File: src/sac_cfg.svh
// Purpose: Constants for the converter control block
// Assumes: 50 MHz core clock
// Notes:   Offsets are byte addresses on the register port
`ifndef SAC_CFG_SVH
`define SAC_CFG_SVH

`define SAC_ADDR_W        4
`define SAC_OFF_CTRL      4'h0
`define SAC_OFF_RESULT    4'h4
`define SAC_OFF_DMA       4'h8

`define SAC_CTRL_W        15
`define SAC_CTRL_RESET    15'h6000
`define SAC_START_BIT     0
`define SAC_DMA_EN_BIT    0

`define SAC_RES_W         10
`define SAC_HALF_SCALE    10'h200
`define SAC_LSB_MASK      10'h001
`define SAC_RES_ZERO      10'h000

`define SAC_DIV_W         5
`define SAC_DIV_ZERO      5'h00
`define SAC_DIV_ONE       5'h01

`define SAC_CLK_PERIOD_NS 20
`define SAC_MIN_CONV_NS   20000
`define SAC_MIN_CONV_CYC  ((`SAC_MIN_CONV_NS + `SAC_CLK_PERIOD_NS - 1) / `SAC_CLK_PERIOD_NS)
`define SAC_CNT_W         11
`define SAC_CNT_ZERO      11'h000
`define SAC_CNT_ONE       11'h001

`endif

File: src/sac_pkg.sv
// Purpose: Types shared by the converter control block
// Assumes: sac_cfg.svh gives the widths
// Notes:   Control struct matches the control register bit layout
`include "sac_cfg.svh"

package sac_pkg;

  typedef struct packed {
    logic                    bandgap_power_down;
    logic                    standby;
    logic                    mux_en;
    logic                    int_en;
    logic                    clk_gate;
    logic [2:0]              chan;
    logic                    rsvd;
    logic [`SAC_DIV_W-1:0]   div;
    logic                    start;
  } sac_ctrl_type;

  typedef struct packed {
    logic       mux_en;
    logic       ref_en;
    logic       standby;
    logic [2:0] chan;
    logic       sample;
  } sac_analog_type;

  typedef enum logic [3:0] {
    SAC_IDLE   = 4'b0001,
    SAC_SAMPLE = 4'b0010,
    SAC_CONV   = 4'b0100,
    SAC_WAIT   = 4'b1000
  } sac_state_type;

endpackage

File: src/sac_clk_div.sv
// Purpose: Converter clock divider with gate
// Assumes: Divider value may change at any time
// Notes:   A divider of zero gives a tick every cycle
`timescale 1ns/1ps
`include "sac_cfg.svh"

module sac_clk_div
  import sac_pkg::*;
(
  input  wire logic                  core_clk_i,
  input  wire logic                  reset_n_i,
  input  wire logic [`SAC_DIV_W-1:0] div_i,
  input  wire logic                  run_i,
  output logic                       tick_o,
  output logic                       conv_clk_o
);

  logic [`SAC_DIV_W-1:0] cnt_reg;
  logic [`SAC_DIV_W-1:0] cnt_next;
  logic                  tick_reg;
  logic                  tick_next;

  always_comb begin
    cnt_next  = cnt_reg;
    tick_next = 1'b0;
    if (!run_i) begin
      cnt_next = `SAC_DIV_ZERO;
    end else if (cnt_reg >= div_i) begin
      cnt_next  = `SAC_DIV_ZERO;
      tick_next = 1'b1;
    end else begin
      cnt_next = cnt_reg + `SAC_DIV_ONE;
    end
  end

  always_ff @(posedge core_clk_i or negedge reset_n_i) begin
    if (!reset_n_i) begin
      cnt_reg  <= `SAC_DIV_ZERO;
      tick_reg <= 1'b0;
    end else begin
      cnt_reg  <= cnt_next;
      tick_reg <= tick_next;
    end
  end

  // Converter clock is one system cycle high per divided period
  assign tick_o     = tick_reg;
  assign conv_clk_o = tick_reg;

  tick_spacing_a: assert property (@(posedge core_clk_i) disable iff (!reset_n_i)
    (tick_o && div_i != `SAC_DIV_ZERO && $stable(div_i)) |=> !tick_o)
    else $error("converter tick came too soon");

  gate_stops_a: assert property (@(posedge core_clk_i) disable iff (!reset_n_i)
    !run_i |=> !tick_o)
    else $error("converter clock ran while gated");

endmodule

File: src/sac_sar.sv
// Purpose: Successive approximation register
// Assumes: Comparator level is already synchronised
// Notes:   Trial bit walks from MSB to LSB, one per step
`timescale 1ns/1ps
`include "sac_cfg.svh"

module sac_sar
  import sac_pkg::*;
(
  input  wire logic                  core_clk_i,
  input  wire logic                  reset_n_i,
  input  wire logic                  preset_i,
  input  wire logic                  step_i,
  input  wire logic                  keep_i,
  output logic [`SAC_RES_W-1:0]      code_o,
  output logic                       last_o
);

  logic [`SAC_RES_W-1:0] code_reg;
  logic [`SAC_RES_W-1:0] code_next;
  logic [`SAC_RES_W-1:0] mask_reg;
  logic [`SAC_RES_W-1:0] mask_next;

  function automatic logic [`SAC_RES_W-1:0] trial(input logic [`SAC_RES_W-1:0] code,
                                                  input logic [`SAC_RES_W-1:0] mask,
                                                  input logic                  keep);
    logic [`SAC_RES_W-1:0] kept;
    kept  = keep ? code : (code & ~mask);
    trial = kept | (mask >> 1);
  endfunction

  always_comb begin
    code_next = code_reg;
    mask_next = mask_reg;
    if (preset_i) begin
      code_next = `SAC_HALF_SCALE;
      mask_next = `SAC_HALF_SCALE;
    end else if (step_i) begin
      code_next = trial(code_reg, mask_reg, keep_i);
      mask_next = mask_reg >> 1;
    end
  end

  // Code is held between conversions so the core sees a steady value
  always_ff @(posedge core_clk_i or negedge reset_n_i) begin
    if (!reset_n_i) begin
      code_reg <= `SAC_RES_ZERO;
      mask_reg <= `SAC_RES_ZERO;
    end else begin
      code_reg <= code_next;
      mask_reg <= mask_next;
    end
  end

  assign code_o = code_reg;
  assign last_o = (mask_reg == `SAC_LSB_MASK);

  preset_half_a: assert property (@(posedge core_clk_i) disable iff (!reset_n_i)
    preset_i |=> (code_o == `SAC_HALF_SCALE))
    else $error("approximation not preset to half scale");

  step_shift_a: assert property (@(posedge core_clk_i) disable iff (!reset_n_i)
    (step_i && !preset_i) |=> (mask_reg == ($past(mask_reg) >> 1)))
    else $error("trial bit did not advance");

endmodule

File: src/sac_top.sv
// Purpose: Control logic of a ten bit successive approximation converter
// Assumes: Single 50 MHz clock, register port with read data one cycle later
// Notes:   Comparator input is asynchronous and passes two flip-flops
//
// Design decision made here: the plain strobed port.
`timescale 1ns/1ps
`include "sac_cfg.svh"

// Functional notes
// - Channel field value n routes analog input n to the converter.
// - Writing start begins a conversion; hardware clears start when it ends.
// - Finished result loads the data register, then converter returns idle unless start is written in that cycle.
// - Approximation register presets to half scale, updates every step.
// - One channel per conversion; new selection applies to next conversion.
// - New result overwrites old data register contents unconditionally.
// - Converter clock equals system clock divided by divider field plus one.
// - Each conversion lasts at least the minimum conversion time.
// - Interrupt at end of conversion only when interrupt enable is one.
// - End of conversion can issue a DMA request.
// - Bandgap bit one powers reference down; resets to one.
// - Standby bit one holds core in power down; resets to one.
// - Mux enable bit zero powers multiplexer down; resets to zero.
// - Results are offset binary and hold their value during power down; a start written in standby still converts and loads a new result.
// - Start bit reads zero after reset; nothing converts until started.
// - DMA control enable bit gates end-of-conversion requests; resets zero.
// - Data register is read-only, ten bits low, upper bits zero.
module sac_top
  import sac_pkg::*;
(
  input  wire logic                  core_clk_i,
  input  wire logic                  reset_n_i,
  input  wire logic [`SAC_ADDR_W-1:0] reg_addr_i,
  input  wire logic [31:0]           reg_wdata_i,
  input  wire logic                  reg_wr_i,
  input  wire logic                  reg_rd_i,
  output logic      [31:0]           reg_rdata_o,
  input  wire logic                  comp_above_i,
  output sac_analog_type             analog_o,
  output logic [`SAC_RES_W-1:0]      dac_code_o,
  output logic                       conv_clk_o,
  output logic                       eoc_o,
  output logic                       irq_o,
  output logic                       dma_req_o
);

  localparam logic [`SAC_CNT_W-1:0] MinCycLast = `SAC_CNT_W'(`SAC_MIN_CONV_CYC - 1);
  localparam sac_ctrl_type          CtrlReset  = sac_ctrl_type'(`SAC_CTRL_RESET);

  sac_ctrl_type            ctrl_reg;
  sac_ctrl_type            ctrl_next;
  logic                    dma_en_reg;
  logic                    dma_en_next;
  sac_state_type           state_reg;
  sac_state_type           state_next;
  logic [`SAC_CNT_W-1:0]   cnt_reg;
  logic [`SAC_CNT_W-1:0]   cnt_next;
  logic [`SAC_RES_W-1:0]   result_reg;
  logic [`SAC_RES_W-1:0]   result_next;
  logic                    eoc_reg;
  logic                    eoc_next;
  logic                    irq_reg;
  logic                    irq_next;
  logic                    dma_req_reg;
  logic                    dma_req_next;
  logic [31:0]             rdata_reg;
  logic [31:0]             rdata_next;
  sac_analog_type          analog_reg;
  sac_analog_type          analog_next;
  logic                    comp_meta_reg;
  logic                    comp_sync_reg;
  logic                    wr_ctrl;
  logic                    wr_dma;
  logic                    start_req;
  logic                    finish;
  logic                    sar_preset;
  logic                    sar_step;
  logic                    sar_last;
  logic [`SAC_RES_W-1:0]   sar_code;
  logic                    conv_tick;

  function automatic logic [31:0] read_word(input logic [`SAC_ADDR_W-1:0] addr,
                                            input sac_ctrl_type           ctrl,
                                            input logic [`SAC_RES_W-1:0]  result,
                                            input logic                   dma_en);
    logic [31:0] word;
    word = 32'h0000_0000;
    unique case (addr)
      `SAC_OFF_CTRL:   word[`SAC_CTRL_W-1:0] = ctrl;
      `SAC_OFF_RESULT: word[`SAC_RES_W-1:0] = result;
      `SAC_OFF_DMA:    word[`SAC_DMA_EN_BIT] = dma_en;
      default:         word = 32'h0000_0000;
    endcase
    read_word = word;
  endfunction

  sac_clk_div u_clk_div (
    .core_clk_i (core_clk_i),
    .reset_n_i  (reset_n_i),
    .div_i      (ctrl_reg.div),
    .run_i      (ctrl_reg.clk_gate),
    .tick_o     (conv_tick),
    .conv_clk_o (conv_clk_o)
  );

  sac_sar u_sar (
    .core_clk_i (core_clk_i),
    .reset_n_i  (reset_n_i),
    .preset_i   (sar_preset),
    .step_i     (sar_step),
    .keep_i     (comp_sync_reg),
    .code_o     (sar_code),
    .last_o     (sar_last)
  );

  // Comparator level from the analog core is asynchronous
  always_ff @(posedge core_clk_i or negedge reset_n_i) begin
    if (!reset_n_i) begin
      comp_meta_reg <= 1'b0;
      comp_sync_reg <= 1'b0;
    end else begin
      comp_meta_reg <= comp_above_i;
      comp_sync_reg <= comp_meta_reg;
    end
  end

  assign wr_ctrl   = reg_wr_i && (reg_addr_i == `SAC_OFF_CTRL);
  assign wr_dma    = reg_wr_i && (reg_addr_i == `SAC_OFF_DMA);
  assign start_req = wr_ctrl && reg_wdata_i[`SAC_START_BIT];
  assign finish    = (state_reg == SAC_WAIT) && (cnt_reg >= MinCycLast);

  always_comb begin
    ctrl_next    = ctrl_reg;
    dma_en_next  = dma_en_reg;
    state_next   = state_reg;
    cnt_next     = cnt_reg;
    result_next  = result_reg;
    eoc_next     = 1'b0;
    irq_next     = 1'b0;
    dma_req_next = 1'b0;
    sar_preset   = 1'b0;
    sar_step     = 1'b0;
    analog_next  = analog_reg;

    if (wr_ctrl) begin
      ctrl_next      = sac_ctrl_type'(reg_wdata_i[`SAC_CTRL_W-1:0]);
      ctrl_next.rsvd = 1'b0;
      // Start reads as busy; a zero written mid-conversion does not abort
      ctrl_next.start = ctrl_reg.start | reg_wdata_i[`SAC_START_BIT];
    end
    if (wr_dma) begin
      dma_en_next = reg_wdata_i[`SAC_DMA_EN_BIT];
    end

    if (cnt_reg < MinCycLast) begin
      cnt_next = cnt_reg + `SAC_CNT_ONE;
    end

    unique case (state_reg)
      SAC_IDLE: begin
        cnt_next = `SAC_CNT_ZERO;
        if (start_req) begin
          state_next        = SAC_SAMPLE;
          sar_preset        = 1'b1;
          analog_next.chan  = ctrl_next.chan;
        end
      end
      SAC_SAMPLE: begin
        if (conv_tick) begin
          state_next = SAC_CONV;
        end
      end
      SAC_CONV: begin
        if (conv_tick) begin
          sar_step = 1'b1;
          if (sar_last) begin
            state_next = SAC_WAIT;
          end
        end
      end
      SAC_WAIT: begin
        if (finish) begin
          // Overwrites any unread result by design
          result_next  = sar_code;
          eoc_next     = 1'b1;
          irq_next     = ctrl_reg.int_en;
          dma_req_next = dma_en_reg;
          if (start_req) begin
            // A start written in the finishing cycle is kept, not lost
            state_next       = SAC_SAMPLE;
            sar_preset       = 1'b1;
            cnt_next         = `SAC_CNT_ZERO;
            analog_next.chan = ctrl_next.chan;
          end else begin
            state_next      = SAC_IDLE;
            ctrl_next.start = 1'b0;
          end
        end
      end
      default: begin
        state_next      = SAC_IDLE;
        ctrl_next.start = 1'b0;
      end
    endcase

    analog_next.mux_en  = ctrl_next.mux_en;
    analog_next.ref_en  = !ctrl_next.bandgap_power_down;
    analog_next.standby = ctrl_next.standby;
    analog_next.sample  = (state_next == SAC_SAMPLE);

    rdata_next = 32'h0000_0000;
    if (reg_rd_i) begin
      rdata_next = read_word(reg_addr_i, ctrl_reg, result_reg, dma_en_reg);
    end
  end

  always_ff @(posedge core_clk_i or negedge reset_n_i) begin
    if (!reset_n_i) begin
      ctrl_reg    <= CtrlReset;
      dma_en_reg  <= 1'b0;
      state_reg   <= SAC_IDLE;
      cnt_reg     <= `SAC_CNT_ZERO;
      result_reg  <= `SAC_RES_ZERO;
      eoc_reg     <= 1'b0;
      irq_reg     <= 1'b0;
      dma_req_reg <= 1'b0;
      rdata_reg   <= 32'h0000_0000;
      analog_reg  <= '{mux_en: 1'b0, ref_en: 1'b0, standby: 1'b1, chan: 3'h0, sample: 1'b0};
    end else begin
      ctrl_reg    <= ctrl_next;
      dma_en_reg  <= dma_en_next;
      state_reg   <= state_next;
      cnt_reg     <= cnt_next;
      result_reg  <= result_next;
      eoc_reg     <= eoc_next;
      irq_reg     <= irq_next;
      dma_req_reg <= dma_req_next;
      rdata_reg   <= rdata_next;
      analog_reg  <= analog_next;
    end
  end

  assign reg_rdata_o = rdata_reg;
  assign analog_o    = analog_reg;
  assign dac_code_o  = sar_code;
  assign eoc_o       = eoc_reg;
  assign irq_o       = irq_reg;
  assign dma_req_o   = dma_req_reg;

  eoc_single_a: assert property (@(posedge core_clk_i) disable iff (!reset_n_i)
    eoc_o |=> !eoc_o)
    else $error("end of conversion wider than one cycle");

  result_load_a: assert property (@(posedge core_clk_i) disable iff (!reset_n_i)
    eoc_o |-> (result_reg == $past(sar_code)))
    else $error("result not loaded at end of conversion");

  start_clear_a: assert property (@(posedge core_clk_i) disable iff (!reset_n_i)
    (eoc_o && !$past(start_req)) |-> (!ctrl_reg.start && state_reg == SAC_IDLE))
    else $error("start bit not cleared at end of conversion");

  min_time_a: assert property (@(posedge core_clk_i) disable iff (!reset_n_i)
    eoc_o |-> ($past(cnt_reg) >= MinCycLast))
    else $error("conversion shorter than minimum time");

  irq_enable_a: assert property (@(posedge core_clk_i) disable iff (!reset_n_i)
    (eoc_o || irq_o) |-> (irq_o == (eoc_o && $past(ctrl_reg.int_en))))
    else $error("interrupt does not follow its enable");

  dma_enable_a: assert property (@(posedge core_clk_i) disable iff (!reset_n_i)
    (eoc_o || dma_req_o) |-> (dma_req_o == (eoc_o && $past(dma_en_reg))))
    else $error("DMA request does not follow its enable");

  no_restart_a: assert property (@(posedge core_clk_i) disable iff (!reset_n_i)
    (state_reg == SAC_CONV) |=> (state_reg != SAC_SAMPLE && state_reg != SAC_IDLE))
    else $error("conversion restarted or aborted");

  chan_hold_a: assert property (@(posedge core_clk_i) disable iff (!reset_n_i)
    (state_reg != SAC_IDLE && !$past(sar_preset)) |-> $stable(analog_o.chan))
    else $error("channel changed during a conversion");

  power_bits_a: assert property (@(posedge core_clk_i) disable iff (!reset_n_i)
    (analog_o.ref_en != ctrl_reg.bandgap_power_down) && (analog_o.standby == ctrl_reg.standby)
      && (analog_o.mux_en == ctrl_reg.mux_en))
    else $error("power controls disagree with register");

  result_read_a: assert property (@(posedge core_clk_i) disable iff (!reset_n_i)
    (reg_rd_i && reg_addr_i == `SAC_OFF_RESULT) |=>
      (reg_rdata_o == {22'h000000, $past(result_reg)}))
    else $error("result read data wrong");

endmodule

File: config.mk
export PLATFORM = sky130hd
export DESIGN_NAME = sac_top
export DESIGN_NICKNAME = d
export VERILOG_FILES = /design/src/sac_pkg.sv /design/src/sac_clk_div.sv /design/src/sac_sar.sv /design/src/sac_top.sv
export VERILOG_INCLUDE_DIRS = /design/src
export SDC_FILE = /design/constraint.sdc
export NUM_CORES = 1
export LEC_CHECK = 0
export BUFFER_PORTS_ARGS = -buffer_cell sky130_fd_sc_hd__buf_4
export CAP_MARGIN = 40
export CORE_MARGIN = 2
export CORE_UTILIZATION = 45
export DETAILED_ROUTE_END_ITERATION = 7
export GPL_ROUTABILITY_DRIVEN = 0
export PLACE_DENSITY_LB_ADDON = 0.2
export SYNTH_ARGS = -nofsm -noshare
export SYNTH_HDL_FRONTEND = slang
export SYNTH_SLANG_ARGS = --single-unit
File: constraint.sdc
create_clock -name core_clk_i -period 3.6 [get_ports core_clk_i]
set_input_delay 0.18 -clock core_clk_i [delete_from_list [all_inputs] [get_ports core_clk_i]]
set_output_delay 0.18 -clock core_clk_i [all_outputs]
set_load 0.02 [all_outputs]
; Word-level counts from Yosys, hierarchy flattened
; Index checks and enable logic that the tools add are counted.
; W data, S select, Z words.
[classes]
n_addsub = 2
order_cmp = 3
n_eq_ne = 9
mux = 42
bitwise = 4
reduce_logical = 11
[ops]
columns = operator, count
row1 = $mux W10, 5
row2 = $mux W11, 3
row3 = $mux W15, 2
row4 = $pmux W11 S2, 1
row5 = $mux W4, 5
row6 = $pmux W9 S2, 1
row7 = $pmux W4 S4, 1
row8 = $mux W5, 3
row9 = $mux W1, 14
row10 = $add A11 B1 Y11 const B, 1
row11 = $ge A11 B10 Y1 const B, 1
row12 = $lt A11 B10 Y1 const B, 1
row13 = $and A10 B10 Y10, 1
row14 = $eq A10 B1 Y1 const B, 1
row15 = $not A10 Y10, 1
row16 = $or A10 B9 Y10, 1
row17 = $eq A4 B2 Y1 const B, 2
row18 = $eq A4 B3 Y1 const B, 2
row19 = $eq A4 B4 Y1 const B, 2
row20 = $mux W3, 2
row21 = $pmux W3 S2, 1
row22 = $add A5 B1 Y5 const B, 1
row23 = $ge A5 B5 Y1, 1
row24 = $eq A4 B1 Y1 const B, 1
row25 = other kinds (11), 17
[totals]
register_bits = 108
input_bits = 41
out_inout_bits = 53
elab_cells = 96

; Depth between registers and ports, before layout
[logic_depth]
word_depth = 7
depth_mapped = 9
depth_no_buf = 7

; Hierarchy
; A second synthesis with hierarchy kept.
[hier_totals]
hier_cells = 354
area_unflattened_um2 = 4264.1
[modules_own_cells]
columns = module, n_inst, cells_per_inst, area_each_um2, seq_area_each_um2
row1 = sac_top, 1, 238, 2961.6, 1630.3
row2 = sac_sar, 1, 79, 935.9, 500.5
row3 = sac_clk_div, 1, 37, 366.6, 150.1

; Least setup slack after synthesis
; OpenSTA, ideal clock, no wires.
[synth_timing]
kind = register to register
from = register cnt_reg[0]
to = register analog_reg (netlist bit analog_o[1])
setup_ns = 0.127
arrival_time_ns = 1.992
required_time_ns = 3.473
slack_ns = 1.480
stages_incl_launch_ff = 9
path_buffers = 2
period_less_slack_ns = 2.120
path_cell_list = dfrtp_1 ha_1 a211oi_1 a2111oi_2 o21ba_1 buf_4 o21a_1 buf_4 mux2_1
[synth_between]
elab_chain_cells = 4
[synth_rtl]
columns = element, line
row1 = from (decl), sac_top.sv:55  ; logic [`SAC_CNT_W-1:0] cnt_reg;
row2 = from (signal assigned), sac_top.sv:221  ; cnt_reg <= `SAC_CNT_ZERO;
row3 = from (signal assigned), sac_top.sv:232  ; cnt_reg <= cnt_next;
row4 = $ge A11 B10 Y1, sac_top.sv:129  ; assign finish = (state_reg == SAC_WAIT) && (cnt_reg >= MinCycLast);
row5 = $logic_and A1 B1 Y1, sac_top.sv:129
row6 = $ne A2 B2 Y1 (no line), n/a
row7 = $reduce_and A2 Y1 (no line), n/a
row8 = to (signal assigned), sac_top.sv:227  ; analog_reg <= '{mux_en: 1'b0, ref_en: 1'b0, standby: 1'b1, chan: 3'h0, sample: 1'b0};
row9 = to (signal assigned), sac_top.sv:238  ; analog_reg <= analog_next;
row10 = to (decl), sac_top.sv:67  ; sac_analog_type analog_reg;
; Every way passes these cells.
; A chain may end at the register's enable or synchronous reset.

; Final worst setup path
[layout_timing]
from = register cnt_reg[0]
to = register analog_reg (netlist bit analog_o[3])
; Same word-level chain as after synthesis.

==> results by group <==
Place
  • Dpl cells: around 510
  • DP Worst Slack: 0.992 ns
  • Detailed-placement wirelength estimate: between 5000 and 6000 um
  • Buffers on Ports: 58

Synth
  • Top cell type's share of synthesized area: 55.3%
  • Post-Syn Instances: ~350
  • Synth Flop Type: dfrtp_1
  • Seq cells post-synth: 91
  • Most frequent cell after synthesis: dfrtp_1
  • Commonest cells post-synth: 88 x dfrtp_1, 28 x nand2_1, 23 x buf_4, 23 x inv_1
  • Mapped Area: 0.00398 mm^2
  • Ys Warns: 0
  • Post-synth ARST share: 100%
  • Post-synth EDFFs: 0
  • Ranking of synthesized cells by area: dfrtp_1 55%, mux2_2 6.2%, buf_4 4.3%, a21oi_1 2.6%, nand2_1 2.6%
  • Synth area leader: dfrtp_1
  • Post-synthesis sequential area ratio: 57.3%
  • Syn Area/Cell: 11.3 um^2
  • Yosys cell types: 46

Floorplanning
  • Rows: 34
  • Die Footprint: 0.00962 mm^2
  • Initial core utilization: 46.1%
  • I/O Pins: 94
  • Core area: 0.00864 mm^2
  • Die X: 98.1 um
  • Die Y-Extent: 98.1 um

STA
  • RSZ-0062 raised after global routing: false
  • Worst relative slew slack: 63.3%
  • Fin. max-slew vios: 0
  • Period minus WS final: 2.59 ns
  • Setup Skew: 0.00877 ns
  • Setup WS post-layout: around 1.0 ns
  • Fin Setup TNS: 0 ns
  • Setup-failing EPs final: 0
  • Fmax: 0.385 GHz
  • Final Hold Viols: 0
  • Worst slew pin tran: 0.537 ns
  • Tcrit/Tclk final: between 70 and 80%

Layout
  • Final cell count without fillers: 527
  • Max reg flops: 15
  • Fill cells: about 760
  • Core Util, Final: ~54%
  • N_diodes: 0
  • Area delta synth->final: 18.1%
  • Net count, final: 462
  • Share of cells above drive strength 1: 26.0%

Power
  • Power Total: 0.00258 W
  • Peak VDD IR: 380 uV
  • P_leak: 2.34 nW
  • Power per cell area: 549 mW/mm^2

Critical path
  • Worst R2R Path Depth: 8
  • Worst R2R Start: cnt_reg[0]
  • Setup slack, reg-to-reg: 1.01 ns
  • Crit path max fanout: 25
  • Worst Setup EP: analog_o[3]
  • CP endpoint kind: flop
  • Reg2reg end: analog_o[3]
  • Critical Path AT: 2.83 ns
  • Worst setup path class: flop to flop
  • CP required: 3.84 ns
  • Critical path startpoint category: flop
  • Worst setup path startpoint: cnt_reg[0]

GRT
  • GRT Util Overall: 16.8%
  • Vias in the first global route: 2673
  • First-pass GRT wire length: between 10000 and 15000 um
  • Largest net degree at the start of global routing: 44
  • Grt ovf: 0
  • Initial antenna violation count: 0

CTS
  • Clk root buf: clkbuf_8
  • Worst skew pair latency: between 0.3 and 0.4 ns
  • CTS buffer count: 9
  • Post-CTS setup buffers: 0
  • CTS H-tree lvls: 3
  • Maximum clock insertion buffer count: 2
  • Clock sinks: 91
  • Clk slew on worst S/H paths: ~0.090 ns
  • CTS tree: done

Detailed routing
  • Total number of vias: 2644
  • Antenna-violating nets left: 0
  • Detailed Route Iter0 Violations: 75
  • Avg Vias per Cell: roughly 5
  • WL per Instance: 14.2 um
  • DRC viols: 0
  • Routed Wire Length: between 7000 and 8000 um
  • Drt pass-1 iters: 4

Flow run
  • Max_cap viols: 0

Min path
  • Worst hold path type: input port to flop

Run status
  • Status: complete, no violations
==> placed cells by master (no fill, tap or decap), drive strengths merged, types with 7 or more instances in the layout <==
master  Yosys  routed
buf        26      65
inv        23      24
and2        8       8
mux2       25      25
o21ai      18      18
nand2      28      28
a22o        8       8
clkbuf      6      10
ha          7       7
nor2       22      22
a21oi      21      21
conb        1      17
dfrtp      88      88
==> per-stage QoR <==
step,instance area [um^2],hold WS (ns)
2_1_floorplan,4040,-0.116
3_3_place_gp,4430,0.290
3_5_place_dp,4460,0.156
4_1_cts,4700,0.0380
5_1_grt,4700,0.0363
6_report,4700,0.0545
==> worst min-delay path by stage <==
stage                    from            end  slack (ns)  cells after the start
2_1_floorplan       reset_n_i    analog_o[0]       -0.12                      0
3_3_place_gp     comp_above_i  comp_meta_reg        0.29                      1
3_5_place_dp        reset_n_i     cnt_reg[6]        0.16                      1
4_1_cts        reg_wdata_i[1]    ctrl_reg[1]        0.04                      2
5_1_grt        reg_wdata_i[1]    ctrl_reg[1]        0.04                      2
6_report       reg_wdata_i[1]    ctrl_reg[1]        0.05                      2
==> power breakdown <==
group	total, W	internal (W)	leakage, nW	switching, W
registers	0.00132	0.00118	1.18	0.000142
logic	0.000518	0.000235	1.06	0.000283
clock network	0.000743	0.000393	0.103	0.000351
==> cell type report <==
class	instances	area [um^2]	area share, %
multi-input cells	221	1450	30.9
clock buffers	10	128	2.71
repair buffers	68	531	11.3
inverters	23	86.3	1.84
clock inverters	6	88.8	1.89
flip-flops and latches	91	2280	48.5
well taps	108	135	2.87
==> cells by family after synthesis <==
kind of cell | count (synthesis) | synth area share [%]
compound gates | 65 | 10.7
buf+inv | 55 | 7.76
flops | 91 | 57.3
mux | 28 | 7.82
simple gates | 92 | 11.5
other cells | 1 | 0.0942
xor+xnor | 12 | 2.64
fa+ha+maj | 7 | 2.20
==> layer usage <==
layer	part of all wire, %	track usage [%]
met1	47	22.1
met2	48	26.6
met3	4.9	5.44
met4	0.71	5.13
met5	0	0
==> worst max-delay path: stages (launching register included) <==
cell and delay (ns):
dfrtp_1 0.45, ha_1 0.28, a211oi_1 0.12, a2111oi_2 0.48, o21ba_1 0.17, buf_4 0.22
o21a_1 0.14, buf_4 0.28, mux2_1 0.36
==> repair_timing <==
action / in CTS / in global routing
gates resized for setup: 0 / 0
hold buffers: 3 / 0
endpoints found under the hold margin: 34 / 0
Power figures use the tool's default switching activity.
